File: config.mk
export PLATFORM = sky130hd
export DESIGN_NAME = lcz_zone_start
export DESIGN_NICKNAME = d
export VERILOG_FILES = /design/src/rtl/lcz_pkg.sv /design/src/rtl/lcz_zone_start.sv
export SDC_FILE = /design/constraint.sdc
export NUM_CORES = 1
export LEC_CHECK = 0
export ABC_AREA = 1
export BUFFER_PORTS_ARGS = -buffer_cell sky130_fd_sc_hd__buf_4
export CAP_MARGIN = 20
export CELL_PAD_IN_SITES_DETAIL_PLACEMENT = 1
export CELL_PAD_IN_SITES_GLOBAL_PLACEMENT = 1
export CORE_UTILIZATION = 45
export CTS_CLUSTER_SIZE = 24
export DETAILED_ROUTE_END_ITERATION = 16
export GPL_ROUTABILITY_DRIVEN = 0
export PLACE_DENSITY = 0.89
export SYNTH_ARGS = -nofsm -noshare
export SYNTH_HDL_FRONTEND = slang
export SYNTH_SLANG_ARGS = --single-unit
File: constraint.sdc
create_clock -name REF_CLK -period 20.8 [get_ports REF_CLK]
set_input_delay 5.2 -clock REF_CLK [delete_from_list [all_inputs] [get_ports REF_CLK]]
set_output_delay 5.2 -clock REF_CLK [all_outputs]
set_load 0.005 [all_outputs]
File: src/rtl/lcz_pkg.sv
package lcz_pkg;

   // clock and time base
   localparam int unsigned CLK_PERIOD_NS   = 8;
   localparam int unsigned TIME_UNIT_MS    = 10;
   localparam int unsigned TIME_UNIT_CYC   = (TIME_UNIT_MS * 1000000) / CLK_PERIOD_NS;
   localparam int unsigned TIME_W          = 9;

   // startup window limits, in 10 ms units
   localparam logic [8:0]  INTV_MIN_LIMIT  = 9'h1F2;  // 4.98 s
   localparam logic [8:0]  INTV_MAX_LOW    = 9'h002;  // 0.02 s
   localparam logic [8:0]  INTV_MAX_LIMIT  = 9'h1F4;  // 5 s
   // automatic restart delay, 10 ms units
   localparam logic [8:0]  RESTART_DLY_RST = 9'h00A;  // 100 ms
   // start button press window, 10 ms units
   localparam logic [8:0]  BTN_PRESS_MIN   = 9'h003;  // 30 ms
   localparam logic [8:0]  BTN_PRESS_MAX   = 9'h190;  // 4 s

   // beam parameter types, index into the control vector
   localparam int unsigned TYPE_FIXED      = 0;
   localparam int unsigned TYPE_FLOAT      = 1;
   localparam int unsigned TYPE_REDRES     = 2;
   localparam int unsigned TYPE_BEAMSIG    = 3;
   localparam int unsigned NUM_TYPES       = 4;

   typedef enum logic [1:0] {
      LCZ_START_NONE,
      LCZ_START_INTV,
      LCZ_START_BTN
   } lcz_start_mode_t;

   typedef struct packed {
      logic [TIME_W-1:0] intv_min;
      logic [TIME_W-1:0] intv_max;
      logic [TIME_W-1:0] restart_dly;
   } lcz_time_cfg_t;

   typedef struct packed {
      logic sig1;
      logic sig2;
   } lcz_beam_sig_t;

endpackage

File: src/rtl/lcz_zone_start.sv
`timescale 1ns/10ps
module lcz_zone_start
   import lcz_pkg::*;
#(
   parameter int unsigned NUM_BEAMS = 16,
   parameter int unsigned TICK_CYC  = TIME_UNIT_CYC
) (
   input  wire logic                  REF_CLK,
   input  wire logic                  NRST,
   input  wire logic                  CE,
   input  wire logic [NUM_BEAMS-1:0]  BEAM_BLOCKED,
   input  wire logic [NUM_TYPES-1:0]  CTL_IN,
   input  wire logic                  START_BTN,
   input  wire logic                  SAFETY_CIRCUIT_CLOSED,
   input  wire logic [NUM_TYPES-1:0]  CTL_ASSIGNED,
   input  wire logic [NUM_BEAMS-1:0]  ZONE_FIXED,
   input  wire logic [NUM_BEAMS-1:0]  ZONE_FLOAT,
   input  wire logic [NUM_BEAMS-1:0]  ZONE_REDRES,
   input  wire logic [NUM_BEAMS-1:0]  ZONE_SIG1,
   input  wire logic [NUM_BEAMS-1:0]  ZONE_SIG2,
   input  wire logic [3:0]            TOL_BEAMS,
   input  wire lcz_start_mode_t       START_MODE,
   input  wire logic                  RESTART_MANUAL,
   input  wire logic                  SAFETY_CIRCUIT_USED,
   input  wire lcz_time_cfg_t         TIME_CFG,
   output logic                       SAFETY_SWITCHING_OUTPUT,
   output lcz_beam_sig_t              BEAM_SIG,
   output logic [NUM_TYPES-1:0]       CTL_FEEDBACK_N,
   output logic                       FIELD_FREE,
   output logic                       LOCKED,
   output logic                       STARTUP_DONE
);

   typedef enum logic [2:0] {
      S_INIT, S_INTV, S_BTN, S_RUN, S_DELAY, S_LOCK
   } lcz_state_t;

   function automatic logic [TIME_W-1:0] sat_inc(input logic [TIME_W-1:0] v);
      sat_inc = (&v) ? v : v + 1'b1;
   endfunction

   ////////////////////////////////////////////////////////////////////////////
   // pin synchronisers
   logic [NUM_BEAMS-1:0] beam_s1_r, beam_r;
   logic [NUM_TYPES-1:0] ctl_s1_r, ctl_r;
   logic [1:0]           pin_s1_r, pin_r;

   always_ff @(posedge REF_CLK or negedge NRST) begin
      if (!NRST) begin
         beam_s1_r <= '0;
         beam_r    <= '0;
         ctl_s1_r  <= '0;
         ctl_r     <= '0;
         pin_s1_r  <= '0;
         pin_r     <= '0;
      end else if (CE) begin
         beam_s1_r <= BEAM_BLOCKED;
         beam_r    <= beam_s1_r;
         ctl_s1_r  <= CTL_IN;
         ctl_r     <= ctl_s1_r;
         pin_s1_r  <= {START_BTN, SAFETY_CIRCUIT_CLOSED};
         pin_r     <= pin_s1_r;
      end
   end

   logic btn;
   logic circ_ok;
   assign btn     = pin_r[1];
   assign circ_ok = !SAFETY_CIRCUIT_USED || pin_r[0];

   ////////////////////////////////////////////////////////////////////////////
   // beam parameter type enables
   logic [NUM_TYPES-1:0] type_en, type_en_r;
   logic                 type_chg;

   assign type_en  = ~CTL_ASSIGNED | ctl_r;
   assign type_chg = (type_en != type_en_r);

   always_ff @(posedge REF_CLK or negedge NRST) begin
      if (!NRST) begin
         type_en_r      <= '1;
         CTL_FEEDBACK_N <= '1;
      end else if (CE) begin
         type_en_r      <= type_en;
         CTL_FEEDBACK_N <= ~ctl_r;
      end
   end

   ////////////////////////////////////////////////////////////////////////////
   // field evaluation
   logic       viol;
   logic [3:0] run;

   always_comb begin
      viol = 1'b0;
      run  = '0;
      for (int i = 0; i < NUM_BEAMS; i++) begin
         if (beam_r[i] && ZONE_REDRES[i] && type_en[TYPE_REDRES]) begin
            run = (&run) ? run : run + 4'h1;
         end else begin
            if (run > TOL_BEAMS) viol = 1'b1;
            run = '0;
            if (beam_r[i]
                && !(ZONE_FIXED[i] && type_en[TYPE_FIXED])
                && !(ZONE_FLOAT[i] && type_en[TYPE_FLOAT]))
               viol = 1'b1;
         end
      end
      if (run > TOL_BEAMS) viol = 1'b1;
   end

   always_ff @(posedge REF_CLK or negedge NRST) begin
      if (!NRST) begin
         BEAM_SIG   <= '0;
         FIELD_FREE <= 1'b0;
      end else if (CE) begin
         BEAM_SIG.sig1 <= type_en[TYPE_BEAMSIG] && |(beam_r & ZONE_SIG1);
         BEAM_SIG.sig2 <= type_en[TYPE_BEAMSIG] && |(beam_r & ZONE_SIG2);
         FIELD_FREE    <= !viol;
      end
   end

   ////////////////////////////////////////////////////////////////////////////
   // 10 ms time base; shorten TICK_CYC in simulation
   logic [31:0] pre_r;
   logic        tick;
   assign tick = (pre_r == 32'(TICK_CYC - 1));

   always_ff @(posedge REF_CLK or negedge NRST) begin
      if (!NRST)        pre_r <= '0;
      else if (CE)      pre_r <= tick ? '0 : pre_r + 32'h1;
   end

   ////////////////////////////////////////////////////////////////////////////
   // start button press and release
   logic              btn_d_r;
   logic [TIME_W-1:0] btn_cnt_r;
   logic              btn_ok;

   assign btn_ok = btn_d_r && !btn && btn_cnt_r >= BTN_PRESS_MIN
                   && btn_cnt_r <= BTN_PRESS_MAX;

   always_ff @(posedge REF_CLK or negedge NRST) begin
      if (!NRST) begin
         btn_d_r   <= 1'b0;
         btn_cnt_r <= '0;
      end else if (CE) begin
         btn_d_r <= btn;
         if (!btn)      btn_cnt_r <= '0;
         else if (tick) btn_cnt_r <= sat_inc(btn_cnt_r);
      end
   end

   ////////////////////////////////////////////////////////////////////////////
   // intervention duration and restart delay counting
   logic              viol_d_r;
   logic [TIME_W-1:0] int_cnt_r, dly_cnt_r;
   logic              intv_end, intv_ok;

   assign intv_end = viol_d_r && !viol;
   assign intv_ok  = intv_end && int_cnt_r >= TIME_CFG.intv_min
                     && int_cnt_r <= TIME_CFG.intv_max;

   lcz_state_t st_r, st_nxt;

   always_ff @(posedge REF_CLK or negedge NRST) begin
      if (!NRST) begin
         viol_d_r  <= 1'b0;
         int_cnt_r <= '0;
         dly_cnt_r <= '0;
      end else if (CE) begin
         viol_d_r <= viol;
         if (!viol)     int_cnt_r <= '0;
         else if (tick) int_cnt_r <= sat_inc(int_cnt_r);
         if (st_r != S_DELAY || viol || !circ_ok) dly_cnt_r <= '0;
         else if (tick)                           dly_cnt_r <= sat_inc(dly_cnt_r);
      end
   end

   ////////////////////////////////////////////////////////////////////////////
   // startup and restart sequencing
   always_comb begin
      st_nxt = st_r;
      case (st_r)
         S_INIT: begin
            // window used only in intervention mode
            case (START_MODE)
               LCZ_START_INTV: st_nxt = S_INTV;
               LCZ_START_BTN:  st_nxt = S_BTN;
               default:        st_nxt = S_RUN;
            endcase
         end
         S_INTV:  if (intv_ok) st_nxt = S_RUN;
         S_BTN:   if (btn_ok) st_nxt = S_RUN;
         S_RUN: begin
            if (RESTART_MANUAL && type_chg)         st_nxt = S_LOCK;
            else if (viol || !circ_ok)              st_nxt = RESTART_MANUAL ? S_LOCK : S_DELAY;
         end
         S_DELAY: begin
            if (dly_cnt_r >= TIME_CFG.restart_dly && !viol && circ_ok) st_nxt = S_RUN;
         end
         S_LOCK:  if (btn_ok && !viol && circ_ok) st_nxt = S_RUN;
         default: st_nxt = S_INIT;
      endcase
   end

   always_ff @(posedge REF_CLK or negedge NRST) begin
      if (!NRST)   st_r <= S_INIT;
      else if (CE) st_r <= st_nxt;
   end

   // output turns off on the edge after a violation is seen, in step with FIELD_FREE, so both lag viol by one register
   always_ff @(posedge REF_CLK or negedge NRST) begin
      if (!NRST) begin
         SAFETY_SWITCHING_OUTPUT <= 1'b0;
         LOCKED                  <= 1'b0;
         STARTUP_DONE            <= 1'b0;
      end else if (CE) begin
         SAFETY_SWITCHING_OUTPUT <= (st_nxt == S_RUN) && !viol && circ_ok;
         LOCKED                  <= (st_nxt == S_LOCK);
         STARTUP_DONE            <= (st_nxt == S_RUN) || (st_nxt == S_DELAY)
                                    || (st_nxt == S_LOCK) || STARTUP_DONE;
      end
   end

endmodule

==> run_results.csv <==
group,metric,value,unit
status,status,"complete, no violations",
global_route,grtUsageTotal,29.8,%
critical_path,cp.buffers_inverters,17,
timing,period_needed,17850,ps
cells_and_area,layout.nets,1804,
logic_synthesis,synth-seq-cells,122,
cells_and_area,antennaDiodeCount,0,
cells_and_area,finish.instance_area,0.0121,sq mm
cts,cts.htree.levels,4,
timing,worstMarginPinSlew,996,ps
routing,drtPass1Iterations,5,
timing,finalHoldViolations,0,
placed_design,dp_hpwl,25300,microns
cts,cts_hold_buf,0,
timing,finalSetupTns,0,ps
critical_path,endpoint_kind,"flip-flop",
critical_path,critPathSlowestCell,"nor2_1",
global_route,grt_pass1_wl,53000,microns
placed_design,placed_area,0.0115,sq mm
pwr,seqPwrFrac,37.7,%
logic_synthesis,syn_area,0.0100,sq mm
timing,fin_crit_sh,85.8,%
die,die_y,151,microns
logic_synthesis,synth_edf_count,0,
logic_synthesis,synthFlopType,"dfrtp_1",
timing,setup_viol,0,
cells_and_area,drive_gt1_share,19.9,%
die,num_io_pins,154,
pwr,switching_share,32.8,%
critical_path,crit_family,"simple AND/OR/NAND/NOR gates",
min_path,min_path_cells,1,
min_path,hold_end,"CTL_FEEDBACK_N[0]",
critical_path,cp.arrival,18170,ps
cts,cts-root-buf,"clkbuf_16",
critical_path,r2r_end,"int_cnt_r[7]",
cts,cts.path.max_buffers,2,
critical_path,crit_required,21120,ps
logic_synthesis,synth_common_cells,"nand2_1 (349), inv_1 (196), dfrtp_1 (114)",
pwr,p_sw,255,uW
critical_path,cp_max_fo,17,
die,core,0.0218,sq mm
logic_synthesis,synth_area_leaders,"dfrtp_1 (28%), nand2_1 (13%), ha_1 (13%), inv_1 (7.3%), nand3_1 (4.5%)",
cts,cts.sinks,122,
cts,cts_resized,0,
cells_and_area,syn2layout_area_growth,20.8,%
critical_path,reg2reg_slack,7350,ps
cts,numCtsBuffers,17,
global_route,antenna_found_initial,0,
critical_path,rr_worst_depth,93,
logic_synthesis,yosysTopAreaCell,"dfrtp_1",
routing,vias,10219,
logic_synthesis,synth.distinct_cells,49,
die,die_w,151,microns
cts,post_cts_buffers,0,
timing,maxSlewViolCount,0,
placed_design,port_buffers,153,
critical_path,worst_r2r_startpoint,"ctl_r[2]",
timing,maxSlewHeadroom,31.9,%
min_path,hold_path_class,"flip-flop to flip-flop",
routing,vias_per_cell,5.52,
logic_synthesis,yosys.area.top_type_share,28.5,%
cts,clk_pin_slew_worst_paths,60,ps
routing,drc,0,
pwr,intPower,524,uW
logic_synthesis,avgSynthCellArea,7.18,sq um
die,rows,54,
routing,routed_wl,33100,microns
cts,clock_latency,430,ps
pwr,p_per_area,64.3,mW/mm^2
pwr,clockPowerShare,39.4,%
die,die_area,0.0229,sq mm
die,start_util,45.9,%
pwr,leakagePower,0.00644,uW
logic_synthesis,ys_warn_count,0,
pwr,vdd_drop_max,0.0560,mV
global_route,grt_overflow,0,
run,drv_cap,0,
timing,rsz0062_at_grt,"no",
logic_synthesis,synth.most_common_cell,"nand2_1",
pwr,combPwrFrac,22.9,%
timing,skew,21.1,ps
global_route,grt_max_degree,76,
routing,drt_iter0_drc,429,
critical_path,crit_top_cell,"nand2_1",
logic_synthesis,async_flop_share,100,%
logic_synthesis,syn_inst,1396,
timing,fmax,0.0560,GHz
min_path,hold_start,"ctl_r[0]",
critical_path,critPathLaunchType,"primary input",
critical_path,timing_worst_setup_path_type,"primary input to flip-flop",
cells_and_area,fillers,2823,
pwr,power,779,uW
critical_path,cp_slowest_stage_delay,360,ps
global_route,grt_pass1_vias,10815,
logic_synthesis,seq_area_frac_synth,30.6,%
cts,cts_tree,"built",
routing,wl_per_cell,17.9,microns
routing,drtAntennaViolNets,0,
-- how the worst max path moves through the flow --
| stage | cells after the start | start | slack (ps) | endpoint |
|---|---|---|---|---|
| global placement | 95 | CTL_ASSIGNED[2] | 4000 | int_cnt_r[7] |
| finish | 95 | CTL_ASSIGNED[2] | 2950 | int_cnt_r[7] |
| global route | 92 | CTL_ASSIGNED[2] | 1690 | int_cnt_r[7] |
| detailed placement | 92 | CTL_ASSIGNED[2] | 2940 | int_cnt_r[7] |
| CTS | 92 | CTL_ASSIGNED[2] | 3090 | int_cnt_r[7] |
| floorplan | 94 | CTL_ASSIGNED[2] | 5210 | int_cnt_r[7] |
-- cell usage in the layout (no fill, tap or decap), types with 5 or more instances in the layout --
cell type and count:
o21bai_1 5, nand2_1 349, inv_1 195, a21oi_1 64
clkbuf_16 17, nand4_1 32, and3_1 6, nor3_1 27
nor4_1 19, buf_4 158, nand2_2 33, nor2_4 9
dfrtp_1 114, o21ai_0 59, a211oi_1 6, dfstp_2 8
xor2_1 22, a221oi_1 15, nand3_2 13, nor2_2 21
nand3_1 91, o211ai_1 9, a32oi_1 6, ha_1 103
a22o_1 10, inv_2 24, nor2_1 102, nand2_4 5
-- worst reg2reg max path, delay by kind of cell (launching register included) --
kind / cells / cell delay, ps
buffers and inverters: 15 / 1410
adder cells (fa/ha/maj): 13 / 3060
AO/OA/AOI/OAI: 3 / 400
flip-flops: 1 / 390
AND/OR/NAND/NOR: 62 / 8040
-- cell families after synthesis --
kind of cell / synth area share [%]
AOI/OAI and AO/OA: 11.7
xor gates and xnor gates: 2.10
adders and majority gates: 12.9
buffers and inverters: 8.94
DFF: 30.6
other: 0.0374
and+or+nand+nor: 33.9
-- power groups by stage --
stage | sequential, uW | combinational (uW) | clock, uW
2_1_floorplan | 288 | 107 | 0
3_3_place_gp | 295 | 168 | 0
3_5_place_dp | 297 | 176 | 0
4_1_cts | 293 | 179 | 311
5_1_grt | 297 | 200 | 319
6_report | 294 | 178 | 307
-- per-layer routing --
metal / vias to the layer above / share of wire, % / GRT usage, %
met1: 4991 / 43 / 36.6
li1: 4940 / - / -
met4: 0 / 2.4 / 10.8
met2: 233 / 49 / 52.6
met5: - / 0 / 0
met3: 55 / 4.9 / 4.58
-- state kept, by name, indices dropped and copies added (netlist names) --
register	count
beam_s1_r	16
ctl_s1_r	4
btn_d_r	1
beam_r	16
pin_s1_r	2
pre_r	32
pin_r	2
LOCKED	1
type_en_r	4
SAFETY_SWITCHING_OUTPUT	1
viol_d_r	1
BEAM_SIG	2
st_r	3
dly_cnt_r	9
btn_cnt_r	9
ctl_r	4
STARTUP_DONE	1
int_cnt_r	9
FIELD_FREE	1
CTL_FEEDBACK_N	4
-- metrics by stage --
step	setup WS [ps]	cells	hold slack (ps)	util [%]
final	2950	1850	442	55.5
after global routing	1690	1850	463	55.5
after CTS	3090	1850	441	55.5
after detailed placement	2940	1818	429	52.7
after global placement	4000	1818	412	52.7
after floorplan	5210	1397	405	-
-- layout make-up --
| type | count | area [sq um] | share of cell area [%] |
|---|---|---|---|
| flip-flops and latches | 122 | 3060 | 25.3 |
| repair buffers | 158 | 1190 | 9.80 |
| inverters | 221 | 832 | 6.87 |
| clock inverters | 11 | 135 | 1.12 |
| multi-input cells | 1037 | 6070 | 50.1 |
| clock buffers | 21 | 470 | 3.89 |
| well taps | 280 | 350 | 2.89 |
(Power assumes the default switching activity.)
